[src/verilog/sflash_pkg.sv]
// Functional notes
// - Reset opcode is one byte, nothing follows
// - Reset applied only at select rise
// - Reset clears the time-excess error flag
// - Timed-out operation stays busy until reset
// - Pause pin fall with clock low pauses
// - Pause pin rise with clock low resumes
// - Host changes pause only while clock low
// - Pause needs select low; select rise ends
// - While paused output floats, inputs ignored
// - Power-on reset blocks writes during power-up
// - Status write completion clears write enable
// - Erase completion clears write enable
// - Host waits power-up interval before access; the testbench sends its first enable inside it
// - Sector and chip erase busy durations
// - Page program busy per byte or total
// - Status write busy duration
// - Host waits wake recovery after release
// - Error flag is status bit five
// - Write enable is bit one, gates writes
package sflash_pkg;

  // ==========================================================================
  // Opcodes
  localparam logic [7:0] OP_WREN     = 8'h06;
  localparam logic [7:0] OP_WRDI     = 8'h04;
  localparam logic [7:0] OP_RDSR     = 8'h05;
  localparam logic [7:0] OP_WRSR     = 8'h01;
  localparam logic [7:0] OP_SECT_ERS = 8'hD8;
  localparam logic [7:0] OP_CHIP_ERS = 8'hC7;
  localparam logic [7:0] OP_PROG     = 8'h02;
  localparam logic [7:0] OP_SWRESET  = 8'hFF;
  localparam logic [7:0] OP_PWR_DOWN = 8'hB9;
  localparam logic [7:0] OP_WAKE     = 8'hAB;

  // ==========================================================================
  // Status bit positions
  localparam int ST_BUSY_BIT  = 0;
  localparam int ST_WEL_BIT   = 1;
  localparam int ST_ERROR_BIT = 5;

  // ==========================================================================
  // Timing, real units and derived cycle counts at 50 MHz
  localparam int CLK_MHZ                       = 50;
  localparam int SECTOR_ERASE_DURATION_US      = 500000;   // Max 0.5 s
  localparam int CHIP_ERASE_DURATION_US        = 5000000;  // Max 5 s
  localparam int PAGE_PROGRAM_BYTE_US          = 50;       // Per byte up to 32
  localparam int PAGE_PROGRAM_DURATION_US      = 2500;     // Max 2.5 ms
  localparam int STATUS_WRITE_DURATION_US      = 15000;    // Max 15 ms
  localparam int POWERUP_WRITE_DELAY_US        = 10000;    // 10 ms
  localparam int WAKE_RECOVERY_TIME_NS         = 25;
  localparam int PROG_SHORT_MAX_BYTES          = 32;
  localparam int SECTOR_ERASE_CYC  = SECTOR_ERASE_DURATION_US * CLK_MHZ;
  localparam int CHIP_ERASE_CYC    = CHIP_ERASE_DURATION_US * CLK_MHZ;
  localparam int PROG_BYTE_CYC     = PAGE_PROGRAM_BYTE_US * CLK_MHZ;
  localparam int PROG_PAGE_CYC     = PAGE_PROGRAM_DURATION_US * CLK_MHZ;
  localparam int STATUS_WRITE_CYC  = STATUS_WRITE_DURATION_US * CLK_MHZ;
  localparam int POWERUP_CYC       = POWERUP_WRITE_DELAY_US * CLK_MHZ;
  localparam int WAKE_RECOVERY_CYC = (WAKE_RECOVERY_TIME_NS * CLK_MHZ + 999) / 1000;

  // Host link clock divider: half period in system cycles (160 ns period)
  localparam int SCK_HALF_CYC = 4;

endpackage

[src/verilog/sflash_if.sv]
`timescale 1ns/1ps
// Serial link between host controller and flash device
interface sflash_if;
  logic sel_n;       // Chip select, low active
  logic sck;         // Serial clock
  logic mosi;        // Host to device data
  logic hold_n;      // Pause pin, low active
  logic miso_o;      // Device data out
  logic miso_oe;     // Device output enable
  wire  miso = miso_oe ? miso_o : 1'b1;  // Weak pull-up when floated

  modport device (input sel_n, sck, mosi, hold_n, output miso_o, miso_oe);
  modport host   (output sel_n, sck, mosi, hold_n, input miso);
endinterface

[src/verilog/sflash_dev.sv]
`timescale 1ns/1ps
module sflash_dev #(
  parameter int SECTOR_ERASE_CYC = sflash_pkg::SECTOR_ERASE_CYC,
  parameter int CHIP_ERASE_CYC   = sflash_pkg::CHIP_ERASE_CYC,
  parameter int PROG_BYTE_CYC    = sflash_pkg::PROG_BYTE_CYC,
  parameter int PROG_PAGE_CYC    = sflash_pkg::PROG_PAGE_CYC,
  parameter int STATUS_WRITE_CYC = sflash_pkg::STATUS_WRITE_CYC,
  parameter int POWERUP_CYC      = sflash_pkg::POWERUP_CYC,
  parameter int TIME_LIMIT_CYC   = sflash_pkg::CHIP_ERASE_CYC
) (
  input  wire logic     clk_in,          // System clock
  input  wire logic     arst_n_in,       // Async reset, low active
  sflash_if.device      link,            // Serial link
  input  wire logic     fault_in,        // Forces the next operation to overrun
  output logic [7:0]    status_out,      // Status byte
  output logic          paused_out,      // Pause state
  output logic          por_done_out     // Power-up lockout over
);

  typedef enum logic [1:0] {IDLE, BUSY, LOCKED} op_state_t;

  // ==========================================================================
  // Synchronisers
  logic [1:0] sel_s_r, sck_s_r, mosi_s_r, hold_s_r;
  logic       sck_d_r, sel_d_r;
  always_ff @(posedge clk_in or negedge arst_n_in) begin
    if (!arst_n_in) begin
      sel_s_r  <= 2'h3;
      sck_s_r  <= 2'h0;
      mosi_s_r <= 2'h0;
      hold_s_r <= 2'h3;
      sck_d_r  <= 1'b0;
      sel_d_r  <= 1'b1;
    end else begin
      sel_s_r  <= {sel_s_r[0], link.sel_n};
      sck_s_r  <= {sck_s_r[0], link.sck};
      mosi_s_r <= {mosi_s_r[0], link.mosi};
      hold_s_r <= {hold_s_r[0], link.hold_n};
      sck_d_r  <= sck_s_r[1];
      sel_d_r  <= sel_s_r[1];
    end
  end

  wire sel_n   = sel_s_r[1];
  wire sck     = sck_s_r[1];
  wire sel_rise = sel_n & ~sel_d_r;

  // Pause state: entered and left while clock low, select low
  logic paused_r, paused_nxt;
  assign paused_nxt = sel_n ? 1'b0 : (~sck ? ~hold_s_r[1] : paused_r);

  // Serial edges only count when selected and not paused
  wire sck_rise = sck & ~sck_d_r & ~sel_n & ~paused_r;
  wire sck_fall = ~sck & sck_d_r & ~sel_n & ~paused_r;

  // ==========================================================================
  // Shifter and decoder
  logic [7:0]  shift_r, opcode_r, out_r;
  logic [2:0]  bit_cnt_r;
  logic [9:0]  byte_cnt_r;       // Bytes shifted in this frame
  logic        op_valid_r;
  logic        miso_oe_r;
  logic        miso_r;
  wire  [7:0]  shift_next = {shift_r[6:0], mosi_s_r[1]};
  wire         byte_done  = sck_rise & (bit_cnt_r == 3'h7);

  // Operation control
  op_state_t   state_r;
  logic [31:0] timer_r;
  logic [31:0] busy_len_r;
  logic        wel_r, err_r, fault_r;
  logic [31:0] por_cnt_r;
  logic        por_done_r;
  logic        pwr_down_r;

  wire busy     = (state_r != IDLE);
  wire [7:0] status = {2'h0, err_r, 3'h0, wel_r, busy};

  // Commands launched on the select rise only
  wire op_done1 = op_valid_r & (byte_cnt_r == 10'd1);
  wire do_reset = sel_rise & op_done1 & (opcode_r == sflash_pkg::OP_SWRESET);
  wire can_wr   = sel_rise & wel_r & ~busy & por_done_r & ~pwr_down_r;
  wire do_chip  = can_wr & op_done1 & (opcode_r == sflash_pkg::OP_CHIP_ERS);
  wire do_sect  = can_wr & op_valid_r & (byte_cnt_r == 10'd4) & (opcode_r == sflash_pkg::OP_SECT_ERS);
  wire do_wrsr  = can_wr & op_valid_r & (byte_cnt_r == 10'd2) & (opcode_r == sflash_pkg::OP_WRSR);
  wire do_prog  = can_wr & op_valid_r & (byte_cnt_r > 10'd4) & (opcode_r == sflash_pkg::OP_PROG);
  wire [9:0] prog_bytes = (byte_cnt_r - 10'd4 > 10'd256) ? 10'd256 : byte_cnt_r - 10'd4;
  wire [31:0] prog_len  = (prog_bytes <= 10'(sflash_pkg::PROG_SHORT_MAX_BYTES))
                          ? 32'(PROG_BYTE_CYC) * {22'h0, prog_bytes} : 32'(PROG_PAGE_CYC);
  wire [31:0] start_len = do_chip ? 32'(CHIP_ERASE_CYC) :
                          do_sect ? 32'(SECTOR_ERASE_CYC) :
                          do_wrsr ? 32'(STATUS_WRITE_CYC) : prog_len;
  wire start_op = do_chip | do_sect | do_wrsr | do_prog;
  // Real cells never overrun here, so fault_in stands in for a worn cell; the timer then
  // runs past the normal length up to the limit and the sequencer locks
  wire op_end   = (state_r == BUSY) & (timer_r + 32'h1 >= busy_len_r);
  wire op_limit = (state_r == BUSY) & fault_r & (timer_r + 32'h1 >= 32'(TIME_LIMIT_CYC));

  // Shift register, bit and byte counters; the counters reset on select high
  always_ff @(posedge clk_in or negedge arst_n_in) begin
    if (!arst_n_in) begin
      shift_r    <= 8'h00;
      bit_cnt_r  <= 3'h0;
      byte_cnt_r <= 10'h0;
      opcode_r   <= 8'h00;
      op_valid_r <= 1'b0;
      paused_r   <= 1'b0;
    end else begin
      paused_r <= paused_nxt;
      if (sel_n) begin
        bit_cnt_r  <= 3'h0;
        if (!sel_rise) begin
          byte_cnt_r <= 10'h0;
          op_valid_r <= 1'b0;
        end
      end else if (sck_rise) begin
        shift_r   <= shift_next;
        bit_cnt_r <= bit_cnt_r + 3'h1;
        if (byte_done) begin
          if (byte_cnt_r != 10'h3FF) byte_cnt_r <= byte_cnt_r + 10'h1;
          if (byte_cnt_r == 10'h0) begin
            opcode_r   <= shift_next;
            op_valid_r <= 1'b1;
          end
        end
      end
    end
  end

  // Read-back shifter; protection bits are not modelled, so the status write byte is not kept
  always_ff @(posedge clk_in or negedge arst_n_in) begin
    if (!arst_n_in) begin
      out_r       <= 8'h00;
      miso_r      <= 1'b0;
      miso_oe_r   <= 1'b0;
    end else begin
      miso_oe_r <= ~sel_n & ~paused_nxt & op_valid_r & (opcode_r == sflash_pkg::OP_RDSR);
      if (byte_done) out_r <= status;
      else if (sck_fall) begin
        miso_r <= out_r[7];
        out_r  <= {out_r[6:0], 1'b0};
      end
    end
  end

  // Operation sequencer, error flag and write-enable latch
  always_ff @(posedge clk_in or negedge arst_n_in) begin
    if (!arst_n_in) begin
      state_r    <= IDLE;
      timer_r    <= 32'h0;
      busy_len_r <= 32'h0;
      wel_r      <= 1'b0;     // Latch clear at power-up
      err_r      <= 1'b0;
      fault_r    <= 1'b0;
      por_cnt_r  <= 32'h0;
      por_done_r <= 1'b0;
      pwr_down_r <= 1'b0;
    end else begin
      // Power-on lockout counter
      if (!por_done_r) begin
        por_cnt_r <= por_cnt_r + 32'h1;
        if (por_cnt_r + 32'h1 >= 32'(POWERUP_CYC)) por_done_r <= 1'b1;
      end
      if (do_reset) begin
        state_r <= IDLE;
        err_r   <= 1'b0;
        fault_r <= 1'b0;
        wel_r   <= 1'b0;
      end else if (start_op) begin
        state_r    <= BUSY;
        timer_r    <= 32'h0;
        busy_len_r <= start_len;
        fault_r    <= fault_in;
      end else if (op_limit) begin
        state_r <= LOCKED;              // Stays busy until reset
        err_r   <= 1'b1;
      end else if (op_end & ~fault_r) begin
        state_r <= IDLE;
        wel_r   <= 1'b0;
      end else begin
        if (state_r == BUSY) timer_r <= timer_r + 32'h1;
        // One-byte latch and power-down commands are refused while busy (wake is not), so a running write keeps its state
        if (sel_rise & op_done1 & ~busy & por_done_r) begin
          if (opcode_r == sflash_pkg::OP_WREN && !pwr_down_r) wel_r <= 1'b1;
          if (opcode_r == sflash_pkg::OP_WRDI && !pwr_down_r) wel_r <= 1'b0;
          if (opcode_r == sflash_pkg::OP_PWR_DOWN) pwr_down_r <= 1'b1;
        end
        if (sel_rise & op_done1 & (opcode_r == sflash_pkg::OP_WAKE)) pwr_down_r <= 1'b0;
      end
    end
  end

  // Outputs from flip-flops
  assign link.miso_o  = miso_r;
  assign link.miso_oe = miso_oe_r;
  always_ff @(posedge clk_in or negedge arst_n_in) begin
    if (!arst_n_in) begin
      status_out   <= 8'h00;
      paused_out   <= 1'b0;
      por_done_out <= 1'b0;
    end else begin
      status_out   <= status;
      paused_out   <= paused_r;
      por_done_out <= por_done_r;
    end
  end

endmodule

[src/flat_wrapper.sv]
// flat-port wrapper written by rule: the top's interface ports become plain ports
module sflash_dev_flat 
#(
  parameter int SECTOR_ERASE_CYC = sflash_pkg::SECTOR_ERASE_CYC,
  parameter int CHIP_ERASE_CYC   = sflash_pkg::CHIP_ERASE_CYC,
  parameter int PROG_BYTE_CYC    = sflash_pkg::PROG_BYTE_CYC,
  parameter int PROG_PAGE_CYC    = sflash_pkg::PROG_PAGE_CYC,
  parameter int STATUS_WRITE_CYC = sflash_pkg::STATUS_WRITE_CYC,
  parameter int POWERUP_CYC      = sflash_pkg::POWERUP_CYC,
  parameter int TIME_LIMIT_CYC   = sflash_pkg::CHIP_ERASE_CYC
)
  (clk_in, arst_n_in, fault_in, status_out, paused_out, por_done_out, link_sel_n, link_sck, link_mosi, link_hold_n, link_miso_o, link_miso_oe);
  sflash_if link_i ();
  input  wire logic clk_in;
  input  wire logic arst_n_in;
  input  wire logic fault_in;
  output logic [7:0] status_out;
  output logic paused_out;
  output logic por_done_out;
  input wire logic [$bits(link_i.sel_n)-1:0] link_sel_n;
  input wire logic [$bits(link_i.sck)-1:0] link_sck;
  input wire logic [$bits(link_i.mosi)-1:0] link_mosi;
  input wire logic [$bits(link_i.hold_n)-1:0] link_hold_n;
  output wire logic [$bits(link_i.miso_o)-1:0] link_miso_o;
  output wire logic [$bits(link_i.miso_oe)-1:0] link_miso_oe;
  assign link_i.sel_n = link_sel_n;
  assign link_i.sck = link_sck;
  assign link_i.mosi = link_mosi;
  assign link_i.hold_n = link_hold_n;
  assign link_miso_o = link_i.miso_o;
  assign link_miso_oe = link_i.miso_oe;
  sflash_dev #(.SECTOR_ERASE_CYC(SECTOR_ERASE_CYC), .CHIP_ERASE_CYC(CHIP_ERASE_CYC), .PROG_BYTE_CYC(PROG_BYTE_CYC), .PROG_PAGE_CYC(PROG_PAGE_CYC), .STATUS_WRITE_CYC(STATUS_WRITE_CYC), .POWERUP_CYC(POWERUP_CYC), .TIME_LIMIT_CYC(TIME_LIMIT_CYC)) u_core (.clk_in(clk_in), .arst_n_in(arst_n_in), .link(link_i), .fault_in(fault_in), .status_out(status_out), .paused_out(paused_out), .por_done_out(por_done_out));
endmodule
[config.mk]
export PLATFORM = sky130hd
export DESIGN_NAME = sflash_dev_flat
export DESIGN_NICKNAME = d
export VERILOG_FILES = /design/src/verilog/sflash_pkg.sv /design/src/verilog/sflash_if.sv /design/src/verilog/sflash_dev.sv /design/src/flat_wrapper.sv
export SDC_FILE = /design/constraint.sdc
export NUM_CORES = 1
export LEC_CHECK = 0
export ABC_AREA = 0
export BUFFER_PORTS_ARGS = -buffer_cell sky130_fd_sc_hd__buf_2
export CAP_MARGIN = 20
export CORE_MARGIN = 4
export CORE_UTILIZATION = 60
export CTS_BUF_LIST = sky130_fd_sc_hd__clkbuf_8
export DETAILED_ROUTE_END_ITERATION = 12
export PLACE_DENSITY = 0.77
export SYNTH_ARGS = -nofsm -noshare
export SYNTH_HDL_FRONTEND = slang
export SYNTH_SLANG_ARGS = --single-unit
[constraint.sdc]
create_clock -name clk_in -period 14.29 [get_ports clk_in]
set_input_delay 0 -clock clk_in [delete_from_list [all_inputs] [get_ports clk_in]]
set_output_delay 0 -clock clk_in [all_outputs]
set_load 0.05 [all_outputs]
# After elaboration in Yosys (flattened, before gate mapping)
# Index checks and enable logic that the tools add are counted.
# op_classes
add_sub_neg	5
mul	1
magnitude_cmp	6
eq_ne	21
n_mux	46
n_bitwise	52
reduce_logical	28
# op_table
cell	count
32-bit 2-to-1 mux	7
32-bit by 1-bit adder with 32-bit output (second input constant)	2
10-bit 2-to-1 mux	6
8-bit == test (second input constant)	5
1-bit bitwise AND	34
32-bit by 19-bit greater-or-equal comparator with 1-bit output (second input constant)	1
32-bit by 28-bit greater-or-equal comparator with 1-bit output (second input constant)	1
32-bit greater-or-equal comparator	1
8-bit by 3-bit == test with 1-bit output (second input constant)	3
1-bit 2-to-1 mux	24
22-bit 2-to-1 mux	1
2-bit nonzero test	11
10-bit by 10-bit multiplier with 20-bit output (first input constant)	1
4-bit AND reduction	5
8-bit 2-to-1 mux	2
1-bit NOT	15
10-bit by 1-bit adder with 10-bit output (second input constant)	1
10-bit by 1-bit == test with 1-bit output (second input constant)	1
10-bit by 2-bit == test with 1-bit output (second input constant)	1
10-bit by 3-bit == test with 1-bit output (second input constant)	1
10-bit by 3-bit > comparator with 1-bit output (second input constant)	1
10-bit by 9-bit > comparator with 1-bit output (second input constant)	1
10-bit by 6-bit less-or-equal comparator with 1-bit output (second input constant)	1
10-bit zero test	1
other kinds (18)	32
# word_totals
ff_bits	158
out_inout_bits	12
elab_cells	186

# Logic depth before layout (Yosys ltp)
# Gate-level depths: netlist of the first run.
# logic_depth
word_depth	14
mapped_depth	26
ltp_nobuf	25

# Least setup slack after synthesis of the first run
# No wires, ideal clock.
# synth_timing
kind	register to register
startpoint	reg u_core.byte_cnt_r[2]
endpoint	reg u_core.busy_len_r[20]
arrival_time_ns	5.636
path_slack_ns	8.559
path_stages_with_launch	23
period_less_slack_ns	5.731
cell_sequence	dfrtp_1 > inv_1 > ha_1 > clkbuf_1 > or3_1 > o21ai_0 > o31ai_1 > o22a_1 > nor2_1 > inv_1 > fa_1 > inv_1 > fa_1 > fa_1 > ha_1 > ha_1 > or2_2 > o311a_1 > a211oi_1 > a21oi_1 > a31o_2 > xnor2_1 > o31ai_1
# synth_via
elab_chain_cells	8
word_cells_on_any_way	29
# synth_rtl
item	line	text
start: declaration	sflash_dev.sv:60	logic [9:0] byte_cnt_r;
start signal: assignment	sflash_dev.sv:120	if (byte_cnt_r != 10'h3FF) byte_cnt_r <= byte_cnt_r + 10'h1;
10-bit by 3-bit subtractor with 10-bit output / 10-bit by 1-bit == test with 1-bit output (equally long branches)	sflash_dev.sv:87, sflash_dev.sv:80	
10-bit by 9-bit > comparator with 1-bit output / 1-bit bitwise AND (equally long branches)	sflash_dev.sv:87, sflash_dev.sv:80	
10-bit 2-to-1 mux / 1-bit bitwise AND (equally long branches)	sflash_dev.sv:87, sflash_dev.sv:83	
10-bit by 10-bit multiplier with 20-bit output, or another cell as far along	sflash_dev.sv:89	? 32'(PROG_BYTE_CYC) * {22'h0, prog_bytes} : 32'(PROG_PAGE_CYC);
22-bit 2-to-1 mux / 1-bit OR (equally long branches)	sflash_dev.sv:89, sflash_dev.sv:93	
32-bit 2-to-1 mux / 1-bit OR (equally long branches)	sflash_dev.sv:92, sflash_dev.sv:93	
32-bit 2-to-1 mux / 1-bit OR (equally long branches)	sflash_dev.sv:91, sflash_dev.sv:93	
32-bit 2-to-1 mux / 2-bit AND reduction (equally long branches)	n/a	
end signal: assignment	sflash_dev.sv:172	busy_len_r <= start_len;
end: declaration	sflash_dev.sv:70	logic [31:0] busy_len_r;
# Parallel ways exist; a longest one is shown, timed or not.
# A chain may end at the register's enable or synchronous reset.

# Worst setup path in the final report of the first run
# layout_timing
startpoint	reg u_core.byte_cnt_r[2]
endpoint	reg u_core.busy_len_r[21]
# The elaborated chain is that of the path after synthesis.

==> results.sh, run 1 <==
export IMPL_outcome="finished, final reports clean"
export IMPL_ant_nets=0
export IMPL_grt_setup_unrepaired="no"
export IMPL_die_x_um=140
export IMPL_tns_ps=0
export IMPL_avgSynthCellArea_sq_um=9.07
export IMPL_cts_root_buf="clkbuf_8"
export IMPL_p_per_area_nw_per_um2=69.9
export IMPL_max_freq_mhz=157
export IMPL_grt_max_degree=78
export IMPL_min_period_ps=6380
export IMPL_drcViolationCount=0
export IMPL_port_buffers=13
export IMPL_final_common_cell="dfrtp_1"
export IMPL_via_count=8239
export IMPL_synthArstFlopShare=1.00
export IMPL_drive_gt1_frac=0.0873
export IMPL_seq_area_frac_synth=0.357
export IMPL_crit_buf_inv=2
export IMPL_yosysUniqueCellTypes=75
export IMPL_clockBufferDepth=2
export IMPL_fin_util=0.659
export IMPL_ir_drop_mv=0.125
export IMPL_crit_path_top_delay_cell="dfrtp_1"
export IMPL_fp_row_count=47
export IMPL_die_h_um=140
export IMPL_rr_worst_depth=22
export IMPL_path_class="flip-flop to flip-flop"
export IMPL_grt_usage=0.237
export IMPL_path_clk_slew_ps=90
export IMPL_yosys_register_bits=149
export IMPL_grt_overflow=0
export IMPL_diodes=0
export IMPL_placed_area_sq_um=10700
export IMPL_fin_area_sq_um=11100
export IMPL_synth_cells=1152
export IMPL_hold_viol=0
export IMPL_nets=1282
export IMPL_synth_flop_cell="dfrtp_1"
export IMPL_htreeDepth=4
export IMPL_path_max_fanout=10
export IMPL_drv_slew=0
export IMPL_io_pins=19
export IMPL_cp_cell_sequence="inv_1 -> ha_1 -> or3_1 -> o21ai_0 -> o31ai_1 -> o22a_1 -> o21ai_0 -> nand2_1 -> inv_1 -> fa_1 -> ha_1 -> ha_1 -> fa_1 -> fa_1 -> ha_1 -> a21boi_0 -> o211ai_1 -> a31oi_1 -> nand3_1 -> a21oi_1 -> o21ai_0 -> a22oi_1"
export IMPL_routed_wirelength_mm=22.4
export IMPL_reg2reg_to="u_core.busy_len_r[21]"
export IMPL_finalCritPeriodShare=0.446
export IMPL_synth_edf_count=0
export IMPL_pre_cts_ws_ps=8000
export IMPL_setup_ws_ps=7910
export IMPL_dp_hpwl_mm=16.5
export IMPL_dr_pass1_iters=6
export IMPL_cpMostUsedCell="ha_1"
export IMPL_coreArea_sq_um=16800
export IMPL_finalSetupViolCount=0
export IMPL_grt_pass1_vias=7806
export IMPL_cts_sinks=149
export IMPL_fin_cells=1389
export IMPL_ys_warn_count=0
export IMPL_worstPathArrival_ps=6760
export IMPL_end_kind="flip-flop"
export IMPL_cts_setup_buffers=0
export IMPL_start_kind="flip-flop"
export IMPL_worst_clock_skew_ps=19.1
export IMPL_hold_ws_ps=118
export IMPL_wl_per_cell_um=16.1
export IMPL_start_util=0.621
export IMPL_r2r_start="u_core.byte_cnt_r[2]"
export IMPL_gp_congestion=0.927
export IMPL_first_iter_violations=849
export IMPL_power_leakage_nw=5.49
export IMPL_r2r_setup_slack_ps=7910
export IMPL_die_area_sq_um=19600
export IMPL_worst_pin_slew_ps=890
export IMPL_detail_route_vias_per_cell=5.93
export IMPL_slowest_delay_ps=530
export IMPL_required_ps=14680
export IMPL_drv_cap=0
export IMPL_antenna_found_initial=0
export IMPL_dp_cells=1351
export IMPL_path_delay_family="adder cells"
export IMPL_hold_class="input port to async pin"
export IMPL_cts_buffers=17
export IMPL_finalPower_uw=774
export IMPL_grt_pass1_wl_mm=38.2
export IMPL_slew_headroom=0.402
export IMPL_cts_tree="built"
export IMPL_synth_cell_area_sq_um=10400
export IMPL_final_cell_mix="144 x dfrtp_1, 129 x nand2_1, 102 x ha_1"
export IMPL_clk_latency_ps=480
export IMPL_syn2layout_area_growth_pct=6.08
synthesized netlist by cell type (5+ instances only):
master     number  area (sq um)
and2_1         13          81.3
or3_1          20           125
nor4_1         13          81.3
buf_4           5          37.5
nor2b_1         6          37.5
o21ai_0        60           300
and3_1         24           150
nand4_1        24           150
ha_1          102          1280
inv_1          73           274
nand3_1        48           240
o2111ai_1       5          43.8
nand4b_1        7          61.3
a21o_1         20           150
o31ai_1         9          67.6
buf_2           7          35.0
a211oi_1        5          37.5
xor2_1         25           219
a22oi_1         6          45.0
dfrtp_1       144          3600
dfstp_2         5           131
nand3b_1        5          37.5
nor3_1         32           160
clkbuf_1       32           120
or4_1           6          45.0
nor2_1         71           267
mux2_2         16           180
a21oi_1        51           255
fa_1           16           320
nand2_1       129           484
xnor2_1        53           464
a31oi_1        10          62.6
a311oi_1        6          52.6
nand2b_1       24           150
or2_2          14          87.6
and4_1          7          61.3
cell families after synthesis:
family | after synthesis | synth area share
DFF | 149 | 0.357
buffers and inverters | 121 | 0.0475
adders and majority gates | 118 | 0.153
AOI/OAI and AO/OA | 201 | 0.120
xor gates and xnor gates | 78 | 0.0654
and+or+nand+nor | 463 | 0.234
other | 1 | 0.000359
muxes | 21 | 0.0225
worst max-delay path by stage:
stage                    startpoint                    end  slack (ps)  cells after the start
4_1_cts        u_core.byte_cnt_r[2]  u_core.busy_len_r[20]        7980                     23
5_1_grt        u_core.byte_cnt_r[2]  u_core.busy_len_r[21]        7410                     24
6_report       u_core.byte_cnt_r[2]  u_core.busy_len_r[21]        7910                     22
2_1_floorplan  u_core.byte_cnt_r[2]  u_core.busy_len_r[20]        8560                     22
3_3_place_gp   u_core.byte_cnt_r[2]  u_core.busy_len_r[20]        8290                     22
3_5_place_dp   u_core.byte_cnt_r[2]  u_core.busy_len_r[20]        8000                     24
sequential cells by signal, summed over array words and instances, names as in the netlist, 2 cells and up:
register / cells
u_core.bit_cnt_r: 3
u_core.opcode_r: 8
u_core.shift_r: 7
u_core.hold_s_r: 2
u_core.byte_cnt_r: 10
u_core.status_out: 3
u_core.state_r: 2
u_core.mosi_s_r: 2
u_core.timer_r: 32
u_core.out_r: 8
u_core.sel_s_r: 2
u_core.busy_len_r: 23
u_core.por_cnt_r: 32
u_core.sck_s_r: 2
cell type report:
class	count	area, sq um
multi-input combinational	889	6250
timing repair buffer	27	191
inverter	73	274
clock inverter	14	119
clock buffer	17	234
fill	1393	5740
sequential	149	3730
tap	220	275
where the power goes:
group,total [mW],internal (mW),leakage (nW),switching (mW)
sequential,0.439,0.432,1.99,0.00767
combinational,0.0284,0.0109,3.33,0.0175
clock,0.307,0.124,0.175,0.182
per-layer routing:
layer / global-route usage / wire (um) / share of wire
met2: 0.370 / 10200 / 0.46
met1: 0.342 / 10600 / 0.48
met3: 0.0464 / 1160 / 0.052
met4: 0.0627 / 350 / 0.016
met5: 0 / 0 / 0
timing repair:
action                                 CTS  global route
endpoints found under the hold margin   81             0
hold buffers                             6             0
resized for setup                        0             0
(Power assumes the default switching activity.)
==> run 2, diff against run 1 <==
Clock period 14.29 ns to 6.45 ns, I/O delays scaled along.
==> results.sh, run 2 (synthesis results as in run 1) <==
export IMPL_finalSetupViolCount=0
export IMPL_end_kind="flip-flop"
export IMPL_via_count=8329
export IMPL_max_freq_mhz=166
export IMPL_drcViolationCount=0
export IMPL_final_common_cell="dfrtp_1"
export IMPL_final_cell_mix="142 x dfrtp_1, 129 x nand2_1, 102 x ha_1"
export IMPL_clk_latency_ps=470
export IMPL_tns_ps=0
export IMPL_drv_cap=0
export IMPL_detail_route_vias_per_cell=5.98
export IMPL_fp_row_count=47
export IMPL_cts_root_buf="clkbuf_8"
export IMPL_drive_gt1_frac=0.0963
export IMPL_routed_wirelength_mm=22.8
export IMPL_start_util=0.621
export IMPL_diodes=0
export IMPL_htreeDepth=4
export IMPL_path_max_fanout=10
export IMPL_first_iter_violations=829
export IMPL_antenna_found_initial=0
export IMPL_path_class="flip-flop to flip-flop"
export IMPL_finalCritPeriodShare=0.932
export IMPL_drv_slew=0
export IMPL_power_leakage_nw=5.52
export IMPL_slew_headroom=0.347
export IMPL_largestRegisters="u_core.por_cnt_r: 32 flops, u_core.timer_r: 32 flops, u_core.busy_len_r: 23 flops"
export IMPL_cts_sinks=149
export IMPL_syn2layout_area_growth_pct=7.09
export IMPL_worst_clock_skew_ps=17.2
export IMPL_grt_max_degree=83
export IMPL_dp_hpwl_mm=16.6
export IMPL_dr_pass1_iters=6
export IMPL_die_area_sq_um=19600
export IMPL_ant_nets=0
export IMPL_hold_viol=0
export IMPL_grt_usage=0.244
export IMPL_cts_tree="built"
export IMPL_min_period_ps=6010
export IMPL_gp_congestion=0.944
export IMPL_grt_setup_unrepaired="no"
export IMPL_clockBufferDepth=2
export IMPL_grt_overflow=0
export IMPL_die_x_um=140
export IMPL_start_kind="flip-flop"
export IMPL_cts_buffers=17
export IMPL_io_pins=19
export IMPL_required_ps=6830
export IMPL_grt_pass1_vias=8079
export IMPL_die_h_um=140
export IMPL_grt_pass1_wl_mm=39.6
export IMPL_worst_pin_slew_ps=979
export IMPL_worstPathArrival_ps=6390
export IMPL_r2r_setup_slack_ps=440
export IMPL_finalPower_mw=1.78
export IMPL_p_per_area_nw_per_um2=159
export IMPL_port_buffers=13
export IMPL_path_clk_slew_ps=100
export IMPL_wl_per_cell_um=16.4
export IMPL_hold_class="input port to async pin"
export IMPL_ir_drop_mv=0.223
export IMPL_coreArea_sq_um=16800
export IMPL_nets=1285
export IMPL_outcome="finished, final reports clean"
==> run 2: cell type report <==
type                       instances  area [sq um]
clock buffer                      17           234
clock inverter                    15           188
fill                            1376          5630
inverter                          73           274
multi-input combinational        889          6260
sequential                       149          3740
tap                              220           275
timing repair buffer              30           218
==> run 2: what timing repair did <==
action | CTS | global route
hold buffers | 6 | 0
setup buffers | 0 | 2
resized for setup | 0 | 9
hold endpoints to repair | 72 | 0
endpoints found under the setup margin | 0 | 7
==> run 2: worst max-delay path: stages (launching register included) <==
cell      delay (ps)
dfrtp_2          480
inv_1            110
ha_1             330
or3_1            360
o21ai_0          150
o31ai_1           90
o22a_2           310
inv_1            120
nand2_1          110
ha_1             310
inv_1             70
ha_1             120
inv_1             50
fa_1             540
inv_1             60
fa_1             500
fa_1             430
ha_1             330
or2_2            300
o311a_1          150
a211oi_1         260
a21oi_1          150
a31o_2           280
xnor2_1          120
o31ai_1          190
==> run 2: final timing paths <==
kind / startpoint / endpoint / depth (start not counted)
setup / recovery: u_core.byte_cnt_r[2] / u_core.busy_len_r[20] / 24
hold / removal: arst_n_in / u_core.link.miso_oe / 2
setup reg to reg: u_core.byte_cnt_r[2] / u_core.busy_len_r[20] / 24
hold reg to reg: u_core.sel_s_r[0] / u_core.sel_s_r[1] / 0
max in group asynchronous: arst_n_in / u_core.byte_cnt_r[3] / 3
min in group clk_in: link_hold_n / u_core.hold_s_r[0] / 2
==> run 2: per-stage QoR <==
step / util / cells / cell area, sq um / setup WS (ps) / hold slack [ps]
finish: 0.665 / 1393 / 11200 / 439 / 65.1
global route: 0.665 / 1393 / 11200 / 76.6 / 128
CTS: 0.663 / 1389 / 11100 / 219 / 108
detailed placement: 0.634 / 1351 / 10700 / 257 / 59.3
global placement: 0.634 / 1351 / 10700 / 449 / 52.1
floorplan: - / 1159 / 10500 / 719 / -296
==> run 2: where the power goes <==
part | switching [mW] | internal (mW)
logic | 0.0391 | 0.0241
clock network | 0.448 | 0.300
registers | 0.0172 | 0.957
total | 0.504 | 1.28
==> run 2: layer usage <==
metal / vias up / part of all wire / track usage
li1: 4057 / - / -
met5: - / 0 / 0
met1: 4014 / 0.48 / 0.352
met4: 0 / 0.020 / 0.0785
met3: 33 / 0.047 / 0.0395
met2: 225 / 0.45 / 0.379
